[src/ltra_pkg.sv]
package ltra_pkg;
    localparam int TRN_AW     = 21;
    localparam int DEVAD_LSB  = 16;
    localparam int DEVAD_W    = 5;
    localparam int DW         = 16;
    localparam int CFG_AW     = 16;
    // device address of the management register space
    localparam logic [4:0] MGMT_DEVAD = 5'h01;
    localparam int CORE_CTRL_IDX = 0;
    localparam int CORE_STAT_IDX = 1;
    // controller register map on apb
    localparam logic [7:0] REG_CMD    = 8'h00;
    localparam logic [7:0] REG_ADDR   = 8'h04;
    localparam logic [7:0] REG_WDATA  = 8'h08;
    localparam logic [7:0] REG_STATUS = 8'h0c;
    localparam logic [7:0] REG_RDATA  = 8'h10;
    localparam int CMD_GO   = 0;
    localparam int CMD_RNW  = 1;
    localparam int CMD_CORE = 2;
    localparam int CMD_XCVR = 3;
    localparam int ST_BUSY  = 0;
    localparam int ST_DONE  = 1;
    localparam logic [15:0] RST_DATA = 16'h0000;

    typedef enum logic [1:0] {
        D_IDLE = 2'b00,
        D_REQ  = 2'b01,
        D_WAIT = 2'b10
    } ltra_dev_st_e;

    typedef enum logic [1:0] {
        C_IDLE  = 2'b00,
        C_SETUP = 2'b01,
        C_WAIT  = 2'b10
    } ltra_ctl_st_e;
endpackage

[src/ltra_link_if.sv]
`timescale 1ns/1ps
interface ltra_link_if (
    input wire logic pclk,
    input wire logic presetn
);
    import ltra_pkg::*;
    // training access port
    logic              trn_enable;
    logic [TRN_AW-1:0] trn_addr;
    logic              trn_rnw;
    logic              trn_core_cs;
    logic              trn_xcvr_cs;
    logic [DW-1:0]     trn_wrdata;
    logic [DW-1:0]     trn_rddata;
    logic              trn_rdack;
    logic              trn_wrack;
    // config port ownership
    logic              cfg_req;
    logic              cfg_gnt;
    // core_side_cfg_port
    logic [CFG_AW-1:0] core_cfg_addr;
    logic [DW-1:0]     core_cfg_wdata;
    logic              core_cfg_en;
    logic              core_cfg_we;
    logic [DW-1:0]     core_cfg_rdata;
    logic              core_cfg_rdy;
    // xcvr_side_cfg_port
    logic [CFG_AW-1:0] xcvr_cfg_addr;
    logic [DW-1:0]     xcvr_cfg_wdata;
    logic              xcvr_cfg_en;
    logic              xcvr_cfg_we;
    logic [DW-1:0]     xcvr_cfg_rdata;
    logic              xcvr_cfg_rdy;

    modport dev (
        input  pclk, presetn,
        input  trn_enable, trn_addr, trn_rnw, trn_core_cs, trn_xcvr_cs,
        input  trn_wrdata,
        output trn_rddata, trn_rdack, trn_wrack,
        output cfg_req, core_cfg_addr, core_cfg_wdata, core_cfg_en,
        output core_cfg_we,
        input  cfg_gnt, core_cfg_rdata, core_cfg_rdy,
        input  xcvr_cfg_addr, xcvr_cfg_wdata, xcvr_cfg_en, xcvr_cfg_we,
        output xcvr_cfg_rdata, xcvr_cfg_rdy
    );
    modport ctl (
        input  pclk, presetn,
        output trn_enable, trn_addr, trn_rnw, trn_core_cs, trn_xcvr_cs,
        output trn_wrdata,
        input  trn_rddata, trn_rdack, trn_wrack,
        input  cfg_req, core_cfg_addr, core_cfg_wdata, core_cfg_en,
        input  core_cfg_we,
        output cfg_gnt, core_cfg_rdata, core_cfg_rdy,
        output xcvr_cfg_addr, xcvr_cfg_wdata, xcvr_cfg_en, xcvr_cfg_we,
        input  xcvr_cfg_rdata, xcvr_cfg_rdy
    );
endinterface

[src/ltra_dev.sv]
// Implementation choices: the placing of the registers and the APB register port.
`timescale 1ns/1ps
module ltra_dev #(
    parameter bit HAS_MGMT  = 1'b1,
    parameter int CORE_REGS = 16,
    parameter int XCVR_REGS = 16
) (
    ltra_link_if.dev                  lk,
    input  wire logic [ltra_pkg::DW-1:0] core_stat,
    output logic [ltra_pkg::DW-1:0]      core_ctrl
);
    import ltra_pkg::*;

    localparam int CIW = $clog2(CORE_REGS);
    localparam int XIW = $clog2(XCVR_REGS);

    // register files must be powers of two and hold control and status
    if (CORE_REGS < 2 || CORE_REGS != (1 << CIW)) begin : g_chk_core
        $error("ltra_dev: CORE_REGS must be a power of two >= 2");
    end
    if (XCVR_REGS < 2 || XCVR_REGS != (1 << XIW)) begin : g_chk_xcvr
        $error("ltra_dev: XCVR_REGS must be a power of two >= 2");
    end

    typedef struct packed {
        ltra_dev_st_e                    st;
        logic                            en_q;
        logic                            rnw;
        logic [DW-1:0]                   rddata;
        logic                            rdack;
        logic                            wrack;
        logic                            cfg_req;
        logic                            cfg_en;
        logic                            cfg_we;
        logic [CFG_AW-1:0]               cfg_addr;
        logic [DW-1:0]                   cfg_wdata;
        logic [CORE_REGS-1:0][DW-1:0]    core;
        logic [XCVR_REGS-1:0][DW-1:0]    xregs;
        logic [DW-1:0]                   x_rdata;
        logic                            x_rdy;
    } ltra_dev_s;

    ltra_dev_s s;
    ltra_dev_s next_s;

    logic [CIW-1:0] cidx;
    logic [XIW-1:0] xidx;
    logic           devad_ok;
    logic           edge_seen;

    ////////////////////////////////////////////////////////////////////////
    // address decode
    assign cidx      = lk.trn_addr[CIW-1:0];
    assign xidx      = lk.xcvr_cfg_addr[XIW-1:0];
    assign devad_ok  = lk.trn_addr[DEVAD_LSB +: DEVAD_W] == MGMT_DEVAD;
    assign edge_seen = lk.trn_enable && !s.en_q;

    ////////////////////////////////////////////////////////////////////////
    // next state
    always_comb begin
        next_s        = s;
        next_s.en_q   = lk.trn_enable;
        // acks and strobes last a single cycle
        next_s.rdack  = 1'b0;
        next_s.wrack  = 1'b0;
        next_s.cfg_en = 1'b0;
        next_s.cfg_we = 1'b0;
        next_s.x_rdy  = 1'b0;
        unique case (s.st)
            D_IDLE: begin
                if (edge_seen && lk.trn_core_cs && HAS_MGMT) begin
                    // foreign device address: read zero, write dropped
                    if (lk.trn_rnw) begin
                        next_s.rddata = devad_ok ? s.core[cidx] : RST_DATA;
                        next_s.rdack  = 1'b1;
                    end else begin
                        if (devad_ok &&
                            cidx != CIW'(CORE_STAT_IDX)) begin
                            next_s.core[cidx] = lk.trn_wrdata;
                        end
                        next_s.wrack = 1'b1;
                    end
                end else if (edge_seen && lk.trn_xcvr_cs) begin
                    next_s.st        = D_REQ;
                    next_s.cfg_req   = 1'b1;
                    next_s.rnw       = lk.trn_rnw;
                    next_s.cfg_addr  = lk.trn_addr[CFG_AW-1:0];
                    next_s.cfg_wdata = lk.trn_wrdata;
                end
            end
            D_REQ: begin
                // no enable may leave before the port is owned
                if (lk.cfg_gnt) begin
                    next_s.cfg_en = 1'b1;
                    next_s.cfg_we = !s.rnw;
                    next_s.st     = D_WAIT;
                end
            end
            D_WAIT: begin
                // request held until the answer returns
                if (lk.core_cfg_rdy) begin
                    next_s.cfg_req = 1'b0;
                    next_s.st      = D_IDLE;
                    if (s.rnw) begin
                        next_s.rddata = lk.core_cfg_rdata;
                        next_s.rdack  = 1'b1;
                    end else begin
                        next_s.wrack  = 1'b1;
                    end
                end
            end
            default: begin
                next_s.st = D_IDLE;
            end
        endcase
        // status register always mirrors the live input
        next_s.core[CORE_STAT_IDX] = core_stat;
        // transceiver register file behind the transceiver-side port
        if (lk.xcvr_cfg_en) begin
            next_s.x_rdy = 1'b1;
            if (lk.xcvr_cfg_we) begin
                next_s.xregs[xidx] = lk.xcvr_cfg_wdata;
            end else begin
                next_s.x_rdata = s.xregs[xidx];
            end
        end
    end

    ////////////////////////////////////////////////////////////////////////
    // state register, config port on the same clock
    always_ff @(posedge lk.pclk or negedge lk.presetn) begin
        if (!lk.presetn) begin
            s <= '0;
        end else begin
            s <= next_s;
        end
    end

    ////////////////////////////////////////////////////////////////////////
    // outputs, all straight from flops
    assign lk.trn_rddata     = s.rddata;
    assign lk.trn_rdack      = s.rdack;
    assign lk.trn_wrack      = s.wrack;
    assign lk.cfg_req        = s.cfg_req;
    assign lk.core_cfg_addr  = s.cfg_addr;
    assign lk.core_cfg_wdata = s.cfg_wdata;
    assign lk.core_cfg_en    = s.cfg_en;
    assign lk.core_cfg_we    = s.cfg_we;
    assign lk.xcvr_cfg_rdata = s.x_rdata;
    assign lk.xcvr_cfg_rdy   = s.x_rdy;
    assign core_ctrl         = s.core[CORE_CTRL_IDX];
endmodule

[src/flat_wrapper.sv]
// flat-port wrapper written by rule: the top's interface ports become plain ports
module ltra_dev_flat import ltra_pkg::*;
#(
    parameter bit HAS_MGMT  = 1'b1,
    parameter int CORE_REGS = 16,
    parameter int XCVR_REGS = 16
)
  (core_stat, core_ctrl, pclk, presetn, lk_trn_enable, lk_trn_addr, lk_trn_rnw, lk_trn_core_cs, lk_trn_xcvr_cs, lk_trn_wrdata, lk_trn_rddata, lk_trn_rdack, lk_trn_wrack, lk_cfg_req, lk_core_cfg_addr, lk_core_cfg_wdata, lk_core_cfg_en, lk_core_cfg_we, lk_cfg_gnt, lk_core_cfg_rdata, lk_core_cfg_rdy, lk_xcvr_cfg_addr, lk_xcvr_cfg_wdata, lk_xcvr_cfg_en, lk_xcvr_cfg_we, lk_xcvr_cfg_rdata, lk_xcvr_cfg_rdy);
  ltra_link_if lk_i (.pclk(pclk), .presetn(presetn));
  input  wire logic [ltra_pkg::DW-1:0] core_stat;
  output logic [ltra_pkg::DW-1:0] core_ctrl;
  input wire logic pclk;
  input wire logic presetn;
  input wire logic [$bits(lk_i.trn_enable)-1:0] lk_trn_enable;
  input wire logic [$bits(lk_i.trn_addr)-1:0] lk_trn_addr;
  input wire logic [$bits(lk_i.trn_rnw)-1:0] lk_trn_rnw;
  input wire logic [$bits(lk_i.trn_core_cs)-1:0] lk_trn_core_cs;
  input wire logic [$bits(lk_i.trn_xcvr_cs)-1:0] lk_trn_xcvr_cs;
  input wire logic [$bits(lk_i.trn_wrdata)-1:0] lk_trn_wrdata;
  output wire logic [$bits(lk_i.trn_rddata)-1:0] lk_trn_rddata;
  output wire logic [$bits(lk_i.trn_rdack)-1:0] lk_trn_rdack;
  output wire logic [$bits(lk_i.trn_wrack)-1:0] lk_trn_wrack;
  output wire logic [$bits(lk_i.cfg_req)-1:0] lk_cfg_req;
  output wire logic [$bits(lk_i.core_cfg_addr)-1:0] lk_core_cfg_addr;
  output wire logic [$bits(lk_i.core_cfg_wdata)-1:0] lk_core_cfg_wdata;
  output wire logic [$bits(lk_i.core_cfg_en)-1:0] lk_core_cfg_en;
  output wire logic [$bits(lk_i.core_cfg_we)-1:0] lk_core_cfg_we;
  input wire logic [$bits(lk_i.cfg_gnt)-1:0] lk_cfg_gnt;
  input wire logic [$bits(lk_i.core_cfg_rdata)-1:0] lk_core_cfg_rdata;
  input wire logic [$bits(lk_i.core_cfg_rdy)-1:0] lk_core_cfg_rdy;
  input wire logic [$bits(lk_i.xcvr_cfg_addr)-1:0] lk_xcvr_cfg_addr;
  input wire logic [$bits(lk_i.xcvr_cfg_wdata)-1:0] lk_xcvr_cfg_wdata;
  input wire logic [$bits(lk_i.xcvr_cfg_en)-1:0] lk_xcvr_cfg_en;
  input wire logic [$bits(lk_i.xcvr_cfg_we)-1:0] lk_xcvr_cfg_we;
  output wire logic [$bits(lk_i.xcvr_cfg_rdata)-1:0] lk_xcvr_cfg_rdata;
  output wire logic [$bits(lk_i.xcvr_cfg_rdy)-1:0] lk_xcvr_cfg_rdy;
  assign lk_i.trn_enable = lk_trn_enable;
  assign lk_i.trn_addr = lk_trn_addr;
  assign lk_i.trn_rnw = lk_trn_rnw;
  assign lk_i.trn_core_cs = lk_trn_core_cs;
  assign lk_i.trn_xcvr_cs = lk_trn_xcvr_cs;
  assign lk_i.trn_wrdata = lk_trn_wrdata;
  assign lk_trn_rddata = lk_i.trn_rddata;
  assign lk_trn_rdack = lk_i.trn_rdack;
  assign lk_trn_wrack = lk_i.trn_wrack;
  assign lk_cfg_req = lk_i.cfg_req;
  assign lk_core_cfg_addr = lk_i.core_cfg_addr;
  assign lk_core_cfg_wdata = lk_i.core_cfg_wdata;
  assign lk_core_cfg_en = lk_i.core_cfg_en;
  assign lk_core_cfg_we = lk_i.core_cfg_we;
  assign lk_i.cfg_gnt = lk_cfg_gnt;
  assign lk_i.core_cfg_rdata = lk_core_cfg_rdata;
  assign lk_i.core_cfg_rdy = lk_core_cfg_rdy;
  assign lk_i.xcvr_cfg_addr = lk_xcvr_cfg_addr;
  assign lk_i.xcvr_cfg_wdata = lk_xcvr_cfg_wdata;
  assign lk_i.xcvr_cfg_en = lk_xcvr_cfg_en;
  assign lk_i.xcvr_cfg_we = lk_xcvr_cfg_we;
  assign lk_xcvr_cfg_rdata = lk_i.xcvr_cfg_rdata;
  assign lk_xcvr_cfg_rdy = lk_i.xcvr_cfg_rdy;
  ltra_dev #(.HAS_MGMT(HAS_MGMT), .CORE_REGS(CORE_REGS), .XCVR_REGS(XCVR_REGS)) u_core (.lk(lk_i), .core_stat(core_stat), .core_ctrl(core_ctrl));
endmodule
[config.mk]
export PLATFORM = sky130hd
export DESIGN_NAME = ltra_dev_flat
export DESIGN_NICKNAME = d
export VERILOG_FILES = /design/src/ltra_pkg.sv /design/src/ltra_link_if.sv /design/src/ltra_dev.sv /design/src/flat_wrapper.sv
export SDC_FILE = /design/constraint.sdc
export NUM_CORES = 1
export LEC_CHECK = 0
export BUFFER_PORTS_ARGS = -buffer_cell sky130_fd_sc_hd__buf_2
export CAP_MARGIN = 5
export CORE_ASPECT_RATIO = 2
export CORE_MARGIN = 4
export CORE_UTILIZATION = 44
export DETAILED_ROUTE_END_ITERATION = 8
export HOLD_SLACK_MARGIN = 0.15
export PLACE_DENSITY_LB_ADDON = 0.25
export RECOVER_POWER = 50
export SETUP_SLACK_MARGIN = 0.02
export SLEW_MARGIN = 20
export SYNTH_ARGS = -nofsm -noshare
export SYNTH_HDL_FRONTEND = slang
export SYNTH_SLANG_ARGS = --single-unit
[constraint.sdc]
create_clock -name pclk -period 2.2 [get_ports pclk]
set_clock_uncertainty 0.05 [all_clocks]
set_input_delay 0.11 -clock pclk [delete_from_list [all_inputs] [get_ports pclk]]
set_output_delay 0.11 -clock pclk [all_outputs]
set_load 0.005 [all_outputs]
# --- After elaboration in Yosys (flattened, before gate mapping) ---
# Cells that the tools add are included.
totals:
  ff_bits: 586
  out_inout_bits: 86
  word_cells: 108
op_classes:
  n_lt_le_gt_ge: 4
  eq_ne: 11
  n_mux: 28
  n_bitwise: 3
  n_reduce_logical: 17
ops:
  columns: ["cell", "count"]
  rows:
  - ["$bwmux W256", 2]
  - ["$bmux W16 S4", 2]
  - ["$demux W16 S4", 2]
  - ["$mux W16", 5]
  - ["$pmux W19 S2", 1]
  - ["$mux W17", 2]
  - ["$mux W19", 1]
  - ["$mux W18", 1]
  - ["$mux W2", 6]
  - ["$reduce_and A4 Y1", 3]
  - ["$lt A4 B5 Y1 const B", 2]
  - ["$ge A4 B1 Y1 const B", 2]
  - ["$ne A2 B2 Y1 const B", 4]
  - ["$logic_and A1 B1 Y1", 6]
  - ["$ne A2 B1 Y1 const B", 3]
  - ["$pmux W2 S3", 1]
  - ["$eq A5 B1 Y1 const B", 1]
  - ["$mux W1", 5]
  - ["$reduce_and A5 Y1", 1]
  - ["$ne A4 B1 Y1 const B", 1]
  - ["$reduce_and A2 Y1", 2]
  - ["$not A1 Y1", 3]
  - ["$reduce_and A3 Y1", 1]
  - ["$eq A2 B1 Y1 const B", 1]
  - ["other kinds (4)", 5]

# --- Logic depth before layout (Yosys ltp) ---
logic_depth:
  depth_word: 6
  mapped_depth: 7
  depth_no_buf: 4

# --- Least setup slack after synthesis ---
# No wires, ideal clock.
synth_timing:
  path_kind: "register -> register"
  startpoint: "register u_core.s[585] (netlist bit)"
  endpoint: "register u_core.s[454] (netlist bit)"
  setup_ns: 0.125
  arrival_time_ns: 2.217
  required_ns: 2.025
  slack_ns: -0.192
  stages_incl_launch_ff: 7
  period_less_slack_ns: 2.392
  path_cell_list: "dfrtp_1 -> or4b_4 -> nor4_4 -> and2_1 -> buf_2 -> buf_4 -> mux2_2"
synth_between:
  elab_chain_len: 2
synth_rtl:
  columns: ["item", "line", "source"]
  rows:
  - ["start, declared", "ltra_dev.sv:43", "ltra_dev_s s;"]
  - ["start signal, assigned", "ltra_dev.sv:135", "s <= next_s;"]
  - ["$logic_not A2 Y1", "ltra_dev.sv:69", "unique case (s.st)"]
  - ["$reduce_and A4 Y1 (no source line)", null, null]
# No other way between the ends.
# A chain may end at the register's enable or synchronous reset.

# --- Worst setup path in the final report ---
layout_timing:
  startpoint: "register u_core.s[583] (netlist bit)"
  endpoint: "register u_core.s[427] (netlist bit)"
layout_between:
  elab_chain_len: 4
layout_rtl:
  columns: ["item", "line", "source"]
  rows:
  - ["$logic_not A1 Y1", "ltra_dev.sv:56", "assign edge_seen = lk.trn_enable && !s.en_q;"]
  - ["$logic_and A1 B1 Y1", "ltra_dev.sv:56", null]
  - ["$logic_and A1 B1 Y1", "ltra_dev.sv:71", "if (edge_seen && lk.trn_core_cs && HAS_MGMT) begin"]
  - ["$reduce_and A4 Y1 (no source line)", null, null]
# No other way between the ends.

==> results.tsv <==
metric	value	unit
commonest non-fill, non-tap cell in the layout	dfrtp_1	
main combinational cell family by area after synthesis	multiplexers	
min-delay src	core_stat[12]	
GR Overflow Total	0	
Distinct cells, synth	44	
Synth Area in XOR/XNOR	0	%
# clock sinks	586	
Required @ worst endpoint	2.63	ns
#FFs+latches synth	586	
YS warnings	0	
top area cells in the synthesized netlist	dfrtp_1 (55%), mux2_2 (21%), mux4_2 (8.1%)	
Final period util	100.2	%
Yosys top cell area share	55.26	%
Max FO, Critical Path	11	
CP Buf/Inv Count	3	
average vias per placed instance	5.563	
CTS tree	built	
EDFF count, synth	0	
Rows	127	
Final Cell Area	31510	um^2
Routed Antenna Nets	0	
fraction of the yosys area taken by sequential cells	55.26	%
mux contribution to synthesized area	34.25	%
Hold Path Class	input pin to flip-flop	
Longest Clk Path Bufs	3	
Setup CP Type	flip-flop to flip-flop	
Placed Area	28510	um^2
Max-cap violations	0	
DRC errors left	0	
die span in x	181.7	um
hold slack	0.1678	ns
highest clock rate	453.5	MHz
Hold Path Depth	2	
All-Layer GR Usage	21.23	%
main flop type after synthesis	dfrtp_1	
violated checks	negative setup slack	
CP arrival	2.63	ns
final hold vios	0	
First DRT Iteration DRCs	664	
core area	59910	um^2
cell count after placement	2596	
slowest cell on the critical path	or4b_4	
CP peak stage delay	0.61	ns
GR Util met2	42.25	%
vias	15630	
largest net degree at the start of global routing	65	
final worst-path setup slack	-0.005161	ns
I/O Buffers	184	
Worst Hold Endpoint	u_core.s[301]$_DFF_PN0_	
fill count	4987	
register area	14660	um^2
global-route wire length before repair	106.9	mm
reg2reg end	u_core.s[427]$_DFFE_PN0P_	
M3 GR Usage	2.536	%
Synth Area per Inst	15.18	um^2
Reg2Reg Depth	7	
initial core utilization	44.30	%
post-DP HPWL	47.49	mm
area of the multi-input gates	10860	um^2
Layout Cells excl Fill	2810	
Post-Syn Instances	1748	
clock-pin slew on the worst setup and hold paths	0.06	ns
die area	64540	um^2
nets@finish	2105	
run status	complete, but fails checks	
largest area contributor in the netlist	dfrtp_1	
most frequent cells in the layout	dfrtp_1 (586), mux2_2 (469), dlygate4sd3_1 (112), buf_2 (110), mux4_2 (96)	
layout cells sized above 1	46.73	%
# setup viols final	2	
FFs w/ async S/R, synth	100.0	%
Area Growth Syn to Fin	18.75	%
Synth Area in Simple Gates	2.970	%
compound-cell area share of the yosys netlist	3.116	%
drt total wl	68.56	mm
CTS H-tree lvls	2	
r2r setup slk	-0.005	ns
M1 GR Usage	22.89	%
Synth Cell Area	26540	um^2
Pleak	0.01487	uW
Tightest Pin Transition	1.119	ns
RSZ-0062 raised after global routing	true	
DR WL/cell	24.40	um
fin. max-slew vios	0	
total CTS buffers	54	
crit path capture type	flip-flop	
final RePlAce weighted congestion	0.7781	
maximum vdd drop	784.0	uV
Ports	197	
GR peak layer	met2	
worst-skew pair later-pin latency	0.59	ns
cells along the critical path	or4b_4, buf_6, nor4_4, buf_4, nand2_4, buf_12, mux2_2	
relative slew slack	25.41	%
initial antenna violation count	7	
Adder-Cell Fraction of Synth Area	0	%
crit path time final	2.205	ns
Setup crit start kind	flip-flop	
reg-to-reg critical path startpoint	u_core.s[583]$_DFF_PN0_	
Die Height	355.3	um
syn_nets	1859	
PD cells	825.7	nW/um^2
Pre-antenna DRT Iters	5	
vias in the first global route	17750	
clock root cell	clkbuf_16	
CP delay by family, top	simple AND/OR/NAND/NOR gates	
==> state kept, by name (all words and copies together) (netlist names) <==
signal	cells
u_core.lk.xcvr_cfg_rdata	16
u_core.lk.trn_rdack	1
u_core.lk.core_cfg_addr	16
u_core.lk.trn_rddata	16
u_core.lk.core_cfg_en	1
u_core.lk.xcvr_cfg_rdy	1
u_core.s	500
u_core.lk.core_cfg_we	1
u_core.lk.cfg_req	1
u_core.lk.trn_wrack	1
u_core.core_ctrl	16
u_core.lk.core_cfg_wdata	16
==> report_power, final <==
group / total (uW) / switching, uW / internal, uW / leakage, uW
combinational: 3390 / 1540 / 1850 / 0.00623
clock: 9880 / 4160 / 5720 / 0.000921
sequential: 12700 / 679 / 12100 / 0.00772
total: 26000 / 6380 / 19600 / 0.0149
==> repair_timing <==
item | 4_1_cts | 5_1_grt
hold buffers | 112 | 0
gates resized for setup | 4 | 28
setup endpoints to repair | 48 | 189
hold endpoints to repair | 1158 | 0
cloned | 0 | 2
buffers inserted | 0 | 2
==> worst max-delay path by stage <==
stage,end,startpoint,depth (start not counted),slack (ns)
CTS,u_core.s[427]$_DFFE_PN0P_,u_core.s[583]$_DFF_PN0_,7,0.0003
floorplan,u_core.s[470]$_DFFE_PN0P_,u_core.s[584]$_DFFE_PN0P_,5,-0.005
global route,u_core.s[427]$_DFFE_PN0P_,u_core.s[583]$_DFF_PN0_,7,-0.12
detailed placement,u_core.s[427]$_DFFE_PN0P_,u_core.s[583]$_DFF_PN0_,7,-0.01
finish,u_core.s[427]$_DFFE_PN0P_,u_core.s[583]$_DFF_PN0_,7,-0.005
global placement,u_core.s[422]$_DFFE_PN0P_,u_core.s[583]$_DFF_PN0_,7,0.01
==> kinds of logic after synthesis <==
logic type	after synthesis
AO/OA/AOI/OAI	117
buffers and inverters	213
flip-flops	586
multiplexers	705
AND/OR/NAND/NOR	127
==> stage by stage <==
stage	utilization [%]	setup slack, ns	total power (uW)	TNS (ns)
after floorplan	-	-0.004587	15210	-0.2138
after global routing	52.60	-0.1237	27200	-14.03
after detailed placement	47.60	-0.01140	16290	-0.09123
after global placement	47.60	0.01254	16090	0
final	52.60	-0.005161	26020	-0.006989
after CTS	52.64	0.0002531	26460	0
==> cell type report <==
type | count | area share (%)
antenna | 1 | 0.007941
clock buffer | 74 | 4.975
clock inverter | 23 | 0.9966
inverter | 1 | 0.01191
multi-input combinational | 949 | 34.45
sequential | 586 | 46.53
tap | 774 | 3.073
timing repair buffer | 402 | 9.954
==> worst register-to-register path, delay by kind of cell, from the launching register on <==
| family | cells | cell delay (ns) |
|---|---|---|
| buf+inv | 3 | 0.54 |
| flops | 1 | 0.38 |
| mux | 1 | 0.29 |
| simple gates | 3 | 0.83 |
==> Yosys cell counts (all sizes together), types with 16 or more instances <==
cell,number
mux4,96
buf,123
mux2i,65
o21ai,19
o22ai,17
mux2,544
a222oi,16
nand2b,22
a22oi,46
nand2,50
clkbuf,89
dfrtp,586
==> metal layers <==
metal / routed length [um] / up-vias
met5: 0 / -
met4: 2454 / 0
met3: 2104 / 120
met2: 39720 / 356
met1: 24280 / 8290
li1: - / 6867
Power figures use the tool's default switching activity.
